--- src/itr_pkg.sv ---
// Constants, field layouts and types of the interval timer
//
// Notes on behaviour
// - Eight-bit counter counts only upward, one step per selected timer tick.
// - Counting halts while run enable is 0 and proceeds while it is 1.
// - Rolling from 0xff to 0x00 sets the overflow request flag.
// - Flag stays set until software clears it; hardware never clears it.
// - No reload buffer; count continues from zero, software reloads it.
// - With interrupt enable set, overflow requests the vector at address 8.
// - Runs in normal, slow and green modes; green overflow wakes the system.
// - Divider mode ticks at Fcpu/256 for code 000 down to Fcpu/2 for 111.
// - Full sequence is 256 steps, each one selected clock period.
// - RTC source bit selects 32 kHz clock, only under the RC-with-RTC option.
// - In RTC mode the divider select is ignored; interval is half a second.
// - Mode register: run bit 7, divider bits 6..4, RTC bit 0, reset zero.
package itr_pkg;

    // ********************************************************
    // Register map
    // ********************************************************
    localparam logic [7:0] OFF_MODE = 8'h00;
    localparam logic [7:0] OFF_COUNT = 8'h04;
    localparam logic [7:0] OFF_STATUS = 8'h08;
    localparam logic [7:0] OFF_IRQ_EN = 8'h0c;

    // ********************************************************
    // Fields and reset values
    // ********************************************************
    localparam logic [7:0] MODE_WR_MASK = 8'hf1;
    localparam logic [7:0] MODE_RESET = 8'h00;
    localparam logic [7:0] COUNT_RESET = 8'h00;
    localparam logic [7:0] COUNT_FULL = 8'hff;
    localparam int FLAG_BIT = 0;
    localparam int IRQ_EN_BIT = 0;
    localparam logic [7:0] IRQ_VECTOR_ADDR = 8'h08;

    // ********************************************************
    // Timing
    // ********************************************************
    localparam int PRESCALE_WIDTH = 8;
    localparam int RTC_DIVIDE = 64;
    localparam int RTC_DIV_WIDTH = $clog2(RTC_DIVIDE);

    typedef struct packed {
        logic run;
        logic [2:0] divider_select;
        logic [2:0] unused;
        logic rtc_source_select;
    } itr_mode_t;

endpackage : itr_pkg

--- src/itr_prescaler.sv ---
// Power-of-two prescaler from the instruction-cycle clock
`timescale 1ns/10ps
`default_nettype none
module itr_prescaler #(
    parameter int WIDTH = itr_pkg::PRESCALE_WIDTH
) (
    // Clock and reset
    input wire logic clk,
    input wire logic nrst,
    // Control
    input wire logic run,
    input wire logic clr,
    input wire logic [2:0] sel,
    // Tick
    output logic tick
);

    logic [WIDTH-1:0] cnt_reg;
    logic [WIDTH-1:0] term;

    // Code 0 gives the longest period, each step halves it
    function automatic logic [WIDTH-1:0] last_count(input logic [2:0] s);
        last_count = {WIDTH{1'b1}} >> s;
    endfunction : last_count

    assign term = last_count(sel);
    // Compare with >= so a shorter period picked mid-way cannot wrap
    assign tick = run & ~clr & (cnt_reg >= term);

    always_ff @(posedge clk) begin
        if (!nrst || clr || !run) begin
            cnt_reg <= '0;
        end else if (tick) begin
            cnt_reg <= '0;
        end else begin
            cnt_reg <= cnt_reg + {{(WIDTH-1){1'b0}}, 1'b1};
        end
    end
endmodule : itr_prescaler
`default_nettype wire

--- src/itr_rtc_sync.sv ---
// Low-speed clock synchroniser and divide-by-64 tick
`timescale 1ns/10ps
`default_nettype none
module itr_rtc_sync #(
    parameter int DIVIDE = itr_pkg::RTC_DIVIDE
) (
    // Clock and reset
    input wire logic clk,
    input wire logic nrst,
    // Pin and control
    input wire logic rtc_pin,
    input wire logic hold,
    // Tick
    output logic tick
);

    localparam int W = $clog2(DIVIDE);
    localparam logic [W-1:0] LAST = W'(DIVIDE - 1);

    logic s1_reg, s2_reg, s3_reg, level_reg;
    logic rise;
    logic [W-1:0] cnt_reg;

    always_ff @(posedge clk) begin
        if (!nrst) begin
            s1_reg <= 1'b0;
            s2_reg <= 1'b0;
            s3_reg <= 1'b0;
        end else begin
            s1_reg <= rtc_pin;
            s2_reg <= s1_reg;
            s3_reg <= s2_reg;
        end
    end

    // Change is accepted only once two stages agree
    always_ff @(posedge clk) begin
        if (!nrst) begin
            level_reg <= 1'b0;
        end else if (s2_reg == s3_reg) begin
            level_reg <= s3_reg;
        end
    end

    assign rise = ~level_reg & s2_reg & s3_reg;
    assign tick = rise & ~hold & (cnt_reg == LAST);

    always_ff @(posedge clk) begin
        if (!nrst || hold) begin
            cnt_reg <= '0;
        end else if (rise) begin
            cnt_reg <= cnt_reg + {{(W-1){1'b0}}, 1'b1};
        end
    end
endmodule : itr_rtc_sync
`default_nettype wire

--- src/itr_timer.sv ---
// Interval timer with RTC source, APB registers and overflow interrupt
`timescale 1ns/10ps
`default_nettype none
module itr_timer (
    // Clock and reset
    input wire logic SYS_CLK,
    input wire logic NRST,
    // APB slave
    input wire logic PSEL,
    input wire logic PENABLE,
    input wire logic PWRITE,
    input wire logic [7:0] PADDR,
    input wire logic [31:0] PWDATA,
    output logic [31:0] PRDATA,
    output logic PREADY,
    output logic PSLVERR,
    // Clock source and system state
    input wire logic RTC_CLK_32K,
    input wire logic INTERNAL_RC_WITH_RTC_OPTION,
    input wire logic GREEN_MODE,
    // Interrupt and wake
    output logic IRQ,
    output logic [7:0] IRQ_VECTOR,
    output logic WAKE
);

    // ********************************************************
    // Registers and wires
    // ********************************************************
    itr_pkg::itr_mode_t interval_timer_mode_reg;
    logic [7:0] interval_count_value_reg;
    logic [7:0] interval_count_value_next;
    logic overflow_request_flag_reg;
    logic overflow_irq_enable_reg;
    logic internal_rc_with_rtc_option_reg;
    logic [31:0] prdata_reg;
    logic [31:0] prdata_next;
    logic pready_reg;
    logic pslverr_reg;
    logic irq_reg;
    logic [7:0] irq_vector_reg;
    logic wake_reg;

    logic setup;
    logic wr_acc;
    logic wr_mode, wr_count, wr_status, wr_irq_en;
    logic run, rtc_mode;
    logic div_tick, rtc_tick, tick;
    logic overflow;
    logic irq_next;

    // ********************************************************
    // Address decode
    // ********************************************************
    function automatic logic is_mapped(input logic [7:0] a);
        is_mapped = (a == itr_pkg::OFF_MODE) || (a == itr_pkg::OFF_COUNT) ||
                    (a == itr_pkg::OFF_STATUS) ||
                    (a == itr_pkg::OFF_IRQ_EN);
    endfunction : is_mapped

    assign setup = PSEL & ~PENABLE;
    assign wr_acc = PSEL & PENABLE & pready_reg & PWRITE;
    assign wr_mode = wr_acc & (PADDR == itr_pkg::OFF_MODE);
    assign wr_count = wr_acc & (PADDR == itr_pkg::OFF_COUNT);
    assign wr_status = wr_acc & (PADDR == itr_pkg::OFF_STATUS);
    assign wr_irq_en = wr_acc & (PADDR == itr_pkg::OFF_IRQ_EN);

    always_comb begin
        prdata_next = 32'h0000_0000;
        case (PADDR)
            itr_pkg::OFF_MODE: begin
                prdata_next[7:0] = interval_timer_mode_reg;
            end
            itr_pkg::OFF_COUNT: begin
                prdata_next[7:0] = interval_count_value_reg;
            end
            itr_pkg::OFF_STATUS: begin
                prdata_next[itr_pkg::FLAG_BIT] = overflow_request_flag_reg;
            end
            itr_pkg::OFF_IRQ_EN: begin
                prdata_next[itr_pkg::IRQ_EN_BIT] = overflow_irq_enable_reg;
            end
            default: begin
                prdata_next = 32'h0000_0000;
            end
        endcase
    end

    // ********************************************************
    // APB answer
    // ********************************************************
    // Zero wait states: ready rises in the access phase
    always_ff @(posedge SYS_CLK) begin
        if (!NRST) begin
            pready_reg <= 1'b0;
            pslverr_reg <= 1'b0;
            prdata_reg <= 32'h0000_0000;
        end else begin
            pready_reg <= setup;
            pslverr_reg <= setup & ~is_mapped(PADDR);
            if (setup && !PWRITE) begin
                prdata_reg <= prdata_next;
            end
        end
    end

    // ********************************************************
    // Mode and enable registers
    // ********************************************************
    always_ff @(posedge SYS_CLK) begin
        if (!NRST) begin
            interval_timer_mode_reg <= itr_pkg::MODE_RESET;
        end else if (wr_mode) begin
            interval_timer_mode_reg <= PWDATA[7:0] & itr_pkg::MODE_WR_MASK;
        end
    end

    always_ff @(posedge SYS_CLK) begin
        if (!NRST) begin
            overflow_irq_enable_reg <= 1'b0;
        end else if (wr_irq_en) begin
            overflow_irq_enable_reg <= PWDATA[itr_pkg::IRQ_EN_BIT];
        end
    end

    // Static clock option, sampled every cycle after reset
    always_ff @(posedge SYS_CLK) begin
        if (!NRST) begin
            internal_rc_with_rtc_option_reg <= 1'b0;
        end else begin
            internal_rc_with_rtc_option_reg <= INTERNAL_RC_WITH_RTC_OPTION;
        end
    end

    // ********************************************************
    // Timer clock selection
    // ********************************************************
    assign run = interval_timer_mode_reg.run;
    assign rtc_mode = interval_timer_mode_reg.rtc_source_select &
                      internal_rc_with_rtc_option_reg;

    // A counter write restarts the prescaler so the next step is whole
    itr_prescaler #(
        .WIDTH(itr_pkg::PRESCALE_WIDTH)
    ) u_prescaler (
        .clk(SYS_CLK),
        .nrst(NRST),
        .run(run),
        .clr(wr_count | rtc_mode),
        .sel(interval_timer_mode_reg.divider_select),
        .tick(div_tick)
    );

    itr_rtc_sync #(
        .DIVIDE(itr_pkg::RTC_DIVIDE)
    ) u_rtc_sync (
        .clk(SYS_CLK),
        .nrst(NRST),
        .rtc_pin(RTC_CLK_32K),
        .hold(~run | ~rtc_mode),
        .tick(rtc_tick)
    );

    // Divider select has no say in RTC mode
    assign tick = run & (rtc_mode ? rtc_tick : div_tick);

    // ********************************************************
    // Counter and overflow
    // ********************************************************
    assign overflow = tick & ~wr_count &
                      (interval_count_value_reg == itr_pkg::COUNT_FULL);

    always_comb begin
        interval_count_value_next = interval_count_value_reg;
        if (wr_count) begin
            interval_count_value_next = PWDATA[7:0];
        end else if (tick) begin
            // Wraps to zero with no reload
            interval_count_value_next = interval_count_value_reg + 8'h01;
        end
    end

    always_ff @(posedge SYS_CLK) begin
        if (!NRST) begin
            interval_count_value_reg <= itr_pkg::COUNT_RESET;
        end else begin
            interval_count_value_reg <= interval_count_value_next;
        end
    end

    // Set wins over a clear in the same cycle
    always_ff @(posedge SYS_CLK) begin
        if (!NRST) begin
            overflow_request_flag_reg <= 1'b0;
        end else if (overflow) begin
            overflow_request_flag_reg <= 1'b1;
        end else if (wr_status && PWDATA[itr_pkg::FLAG_BIT]) begin
            overflow_request_flag_reg <= 1'b0;
        end
    end

    // ********************************************************
    // Interrupt and wake
    // ********************************************************
    assign irq_next = overflow_request_flag_reg & overflow_irq_enable_reg;

    always_ff @(posedge SYS_CLK) begin
        if (!NRST) begin
            irq_reg <= 1'b0;
            irq_vector_reg <= 8'h00;
        end else begin
            irq_reg <= irq_next;
            irq_vector_reg <= irq_next ? itr_pkg::IRQ_VECTOR_ADDR : 8'h00;
        end
    end

    // Counting is the same in every power mode; only green adds a wake
    always_ff @(posedge SYS_CLK) begin
        if (!NRST) begin
            wake_reg <= 1'b0;
        end else begin
            wake_reg <= overflow & GREEN_MODE;
        end
    end

    assign PRDATA = prdata_reg;
    assign PREADY = pready_reg;
    assign PSLVERR = pslverr_reg;
    assign IRQ = irq_reg;
    assign IRQ_VECTOR = irq_vector_reg;
    assign WAKE = wake_reg;
endmodule : itr_timer
`default_nettype wire

--- config.mk ---
export PLATFORM = sky130hd
export DESIGN_NAME = itr_timer
export DESIGN_NICKNAME = d
export VERILOG_FILES = /design/src/itr_pkg.sv /design/src/itr_prescaler.sv /design/src/itr_rtc_sync.sv /design/src/itr_timer.sv
export SDC_FILE = /design/constraint.sdc
export NUM_CORES = 1
export LEC_CHECK = 0
export BUFFER_PORTS_ARGS = -buffer_cell sky130_fd_sc_hd__buf_2
export CAP_MARGIN = 15
export CORE_ASPECT_RATIO = 0.6
export CORE_UTILIZATION = 26
export CTS_CLUSTER_DIAMETER = 80
export DETAILED_ROUTE_END_ITERATION = 6
export SLEW_MARGIN = 10
export SYNTH_ARGS = -nofsm -noshare
export SYNTH_HDL_FRONTEND = slang
export SYNTH_SLANG_ARGS = --single-unit
--- constraint.sdc ---
create_clock -name SYS_CLK -period 5.4 [get_ports SYS_CLK]
set_input_delay 0.81 -clock SYS_CLK [delete_from_list [all_inputs] [get_ports SYS_CLK]]
set_output_delay 0.81 -clock SYS_CLK [all_outputs]
set_load 0.01 [all_outputs]
# [After elaboration in Yosys (flattened, before gate mapping)]
# Cells that the tools add are included.
# Widths: inputs -> output; s select.
[totals] out_inout_bits=44 reg_bits=54 elab_cells=84
[op_classes] addsub=3 eq_ne=6 mux=8 reduce_logical=15 order_cmp=1 shifts=1 bitwise=31
[op_table] operator="$and 1x1->1" n=21
[op_table] operator="$add 8x1->8 const B" n=2
[op_table] operator="$eq 8x4->1 const B" n=2
[op_table] operator="$mux 8" n=2
[op_table] operator="$pmux 7 s2" n=1
[op_table] operator="$eq 8x3->1 const B" n=1
[op_table] operator="$eq 8x8->1 const B" n=1
[op_table] operator="$ge 8x8->1" n=1
[op_table] operator="$logic_not 8->1" n=1
[op_table] operator="$not 1->1" n=8
[op_table] operator="$shr 8x3->8 const A" n=1
[op_table] operator="$add 6x1->6 const B" n=1
[op_table] operator="$eq 6x6->1 const B" n=1
[op_table] operator="$logic_or 1x1->1" n=6
[op_table] operator="$mux 4" n=1
[op_table] operator="$pmux 1 s4" n=1
[op_table] operator="$reduce_bool 2->1" n=2
[op_table] operator="$logic_not 1->1" n=3
[op_table] operator="$mux 1" n=3
[op_table] operator="$logic_and 1x1->1" n=2
[op_table] operator="$or 1x1->1" n=2
[op_table] operator="$reduce_or 2->1" n=1
[op_table] operator="$eq 1x1->1" n=1

# [Longest topological paths before layout]
[logic_depth] depth_word=13 mapped_depth=9

# [By module]
# From an unflattened synthesis, not the netlist that was laid out.
[unflattened] cells_unflattened=266 area_unflattened_um2=2483.6
[by_module_without_submodules] mod="itr_timer" instances=1 cells_per_inst=170 area_per_inst_um2=1565.3
[by_module_without_submodules] mod="itr_prescaler" instances=1 cells_per_inst=55 area_per_inst_um2=509.2
[by_module_without_submodules] mod="itr_rtc_sync" instances=1 cells_per_inst=41 area_per_inst_um2=409.1

# [Worst setup path after synthesis]
# OpenSTA, ideal clock, no wires.
[synth_path] path_kind="input to register" startpoint="in PADDR[1]" endpoint="reg interval_timer_mode_reg[0] (netlist bit)" slack_ns=3.228 path_buffers=2 t_arrival_ns=2.056 path_stages=7 required_ns=5.284 setup_ns=0.116 cell_sequence="nor4_1 and2_1 clkbuf_2 and3b_1 buf_2 mux2i_1 nor2b_1"
[synth_between] elab_chain_len=2
[synth_rtl] element="from (decl)" line_no="itr_timer.sv:12" text="input wire logic [7:0] PADDR,"
[synth_rtl] element="$logic_not 8->1" line_no="itr_timer.sv:63" text="assign wr_mode = wr_acc & (PADDR == itr_pkg::OFF_MODE);"
[synth_rtl] element="$and 1x1->1" line_no="itr_timer.sv:63"
[synth_rtl] element="to (signal assigned)" line_no="itr_timer.sv:112" text="interval_timer_mode_reg <= itr_pkg::MODE_RESET;"
[synth_rtl] element="to (signal assigned)" line_no="itr_timer.sv:114" text="interval_timer_mode_reg <= PWDATA[7:0] & itr_pkg::MODE_WR_MASK;"
[synth_rtl] element="to (decl)" line_no="itr_timer.sv:30" text="itr_pkg::itr_mode_t interval_timer_mode_reg;"
# No other way between the ends.
# A chain may end at the register's enable or synchronous reset.

# [Worst setup path after layout]
[layout_path] startpoint="reg interval_timer_mode_reg[6] (netlist bit)" endpoint="reg interval_count_value_reg[1]"
[layout_between] elab_chain_len=6
[layout_rtl] element="$shr 8x3->8" line_no="itr_prescaler.sv:23" text="last_count = {WIDTH{1'b1}} >> s;"
[layout_rtl] element="$ge 8x8->1" line_no="itr_prescaler.sv:28" text="assign tick = run & ~clr & (cnt_reg >= term);"
[layout_rtl] element="$and 1x1->1" line_no="itr_prescaler.sv:28"
[layout_rtl] element="$mux 1" line_no="itr_timer.sv:165" text="assign tick = run & (rtc_mode ? rtc_tick : div_tick);"
[layout_rtl] element="$and 1x1->1" line_no="itr_timer.sv:165"
[layout_rtl] element="$reduce_bool 2->1 (no source line)"
[layout_rtl] element="to (signal assigned)" line_no="itr_timer.sv:185" text="interval_count_value_reg <= itr_pkg::COUNT_RESET;"
[layout_rtl] element="to (signal assigned)" line_no="itr_timer.sv:187" text="interval_count_value_reg <= interval_count_value_next;"
[layout_rtl] element="to (decl)" line_no="itr_timer.sv:31" text="logic [7:0] interval_count_value_reg;"
# No other way between the ends.

==> run_results.csv <==
group,metric,value,unit
run_status,outcome,"finished clean",
routing,drt_iter0_drc,86,
layout,final_nets,377,
global_route,grt_start_max_net_pins,36,
synth,synth_area_leaders,"dfxtp_1, buf_4, ha_1",
clocking,cts_tree,"done",
clocking,hold_buffers,0,
floorplan,ioPinCount,92,
clocking,post_cts_buffers,0,
clocking,clkSinkCount,46,
critical_path,cp_max_fo,9,
routing,vias_per_cell,4.47,
clocking,worst_skew_pair.late_latency,290,ps
clocking,cts_max_level,2,
clocking,cts_root_buffer,"clkbuf_16",
placed_design,place.port_buffers,36,
floorplan,die_area,10200,um2
layout,syn2layout_area_growth,14.0,%
synth,synth_area_per_cell,8.82,um2
synth,post-synth-top-count-cell,"dfxtp_1",
routing,vias,2011,
global_route,antenna_found_initial,0,
placed_design,globalplace.congestion,0.810,
timing,finalWorstSetupSlack,2830,ps
synth,synth.distinct_cells,52,
critical_path,rr_worst_depth,8,
clocking,path_clk_slew,70,ps
timing,rsz0062_at_grt,"false",
timing,setup_viol,0,
layout,drive_gt1_share,18.4,%
global_route,grt_use_total,11.2,%
floorplan,initial_core_util,27.3,%
timing,worstMarginPinSlew,1140,ps
timing,fin_worst_skew,8.23,ps
worst_hold_path,hold_depth,2,
critical_path,cp.required,5580,ps
placed_design,place_area,2700,um2
placed_design,dp_worst_setup_slack,2600,ps
layout,nFillCells,1014,
synth,netlist_top_cells_count,"dfxtp_1, buf_4, nand2_1, nand3_1, nor2_1",
routing,wirelength,5510,um
clocking,cts_buffers,5,
global_route,grt_first_pass_wirelength,8820,um
synth,synth_edf_count,0,
synth,yosys_warnings,0,
critical_path,critPathKind,"flop to flop",
pwr,total_leakage_power,1.26,nW
global_route,grt_pass1_vias,1738,
pwr,ir_worst_vdd,0.115,mV
synth,syn_area,2540,um2
floorplan,die_x,130,um
synth,syn_inst,288,
timing,clock.fmax,0.389,GHz
timing,tns,0,ps
global_route,overflow,0,
synth,ys_ff_latch,46,
clocking,clock_path_buffers,2,
timing,period_share,47.6,%
synth,synthArstFlopShare,0,%
layout,multiInputGateArea,1440,um2
routing,wl_per_cell,12.3,um
synth,synth_top_cell_area_share,36.2,%
pwr,finalPower,777,uW
timing,hold_violations,0,
timing,maxSlewHeadroom,24.0,%
floorplan,core,9320,um2
synth,yosys.area.top_type,"dfxtp_1",
routing,ant_nets,0,
routing,dr.pass1.iters,4,
critical_path,crit_path_start_kind,"flop",
layout,num_antenna_cells,0,
clocking,cts_resized,0,
run,cap_violations,0,
routing,drc_errors,0,
layout,regArea,921,um2
critical_path,arrival,2750,ps
layout,fin_area,2900,um2
synth,ys_seq_area_share,36.2,%
floorplan,die_h,78.6,um
synth,synthFlopType,"dfxtp_1",
floorplan,num_rows,27,
pwr,power_density,268,nW/um2
timing,worst_hold_slack,459,ps
critical_path,endpoint_kind,"flop",
timing,fin_crit,2570,ps
placed_design,place_hpwl,4210,um
timing,slew_viol_final,0,
worst_hold_path,hold_class,"flop to flop",
[metal layers]
metal	share of wire (%)	global-route usage [%]	wire, um
met1	54	17.2	2980
met2	39	14.8	2160
met3	6.5	3.89	358
met4	0.20	1.74	11
met5	0	0	0
[logic make-up (layout without fill, tap and decap cells)]
kind of cell / after synthesis / in the layout / share of synthesized area (%)
AOI/OAI and AO/OA: 41 / 41 / 11.0
muxes: 12 / 12 / 5.42
DFF: 46 / 46 / 36.2
and+or+nand+nor: 125 / 125 / 27.2
other: 1 / 31 / 0.148
adders and majority gates: 10 / 10 / 4.92
xor gates and xnor gates: 10 / 10 / 3.45
buffers and inverters: 43 / 45 / 11.7
[critical path, stage by stage, from the launching register on]
cell      delay, ps
dfxtp_1         480
and3_1          200
ha_1            220
a21o_1          180
a221oi_1        400
o21ai_0         200
a31oi_1         480
mux2i_1         250
nor2b_1          60
[power breakdown]
part	total (mW)	internal [mW]	switching [mW]	leakage, nW
logic	0.0354	0.0115	0.0239	0.799
clock network	0.399	0.266	0.134	0.0940
registers	0.342	0.341	0.00127	0.371
total	0.777	0.618	0.159	1.26
[cells in the final DEF, fill, tap and decap left out, types with 2 or more instances in the layout]
cell type,n
a21boi_1,2
xnor2_1,3
a32oi_1,5
nor3_1,5
conb_1,31
nor2_1,15
or2_2,4
nand2_1,31
nand3_1,21
a21oi_1,4
clkbuf_16,5
and3b_1,2
mux2i_1,7
o21ai_1,2
a31oi_1,2
and3_1,10
a21o_1,4
o21ai_0,7
buf_2,36
or3_1,2
nand4_1,5
and4_1,2
xor2_1,7
ha_1,10
mux2_2,4
a21boi_0,9
dfxtp_1,46
bufinv_16,2
nor3b_1,4
nor2b_1,8
and2_1,5
[layout make-up]
cell class,instances,share of cell area (%)
timing repair buffer,36,6.22
tap,130,5.61
multi-input combinational,229,49.6
inverter,1,0.130
clock buffer,5,4.32
sequential,46,31.8
clock inverter,3,2.37
[final timing paths]
| check | startpoint | end | slack (ps) |
|---|---|---|---|
| setup / recovery | interval_timer_mode_reg[6]$_SDFFE_PN0P_ | interval_count_value_reg[1]$_SDFFE_PN0P_ | 2830 |
| hold / removal | PRDATA[2]$_SDFFE_PN0P_ | PRDATA[2]$_SDFFE_PN0P_ | 460 |
| setup reg to reg | interval_timer_mode_reg[6]$_SDFFE_PN0P_ | interval_count_value_reg[1]$_SDFFE_PN0P_ | 2830 |
| hold reg to reg | PRDATA[2]$_SDFFE_PN0P_ | PRDATA[2]$_SDFFE_PN0P_ | 460 |
[per-stage QoR]
step / cells / util (%)
final: 450 / 31.1
after global routing: 450 / 31.1
after floorplan: 318 / -
after detailed placement: 442 / 29.0
after global placement: 442 / 29.0
after CTS: 450 / 31.1
Note: power is estimated with default switching activity, not from simulation.
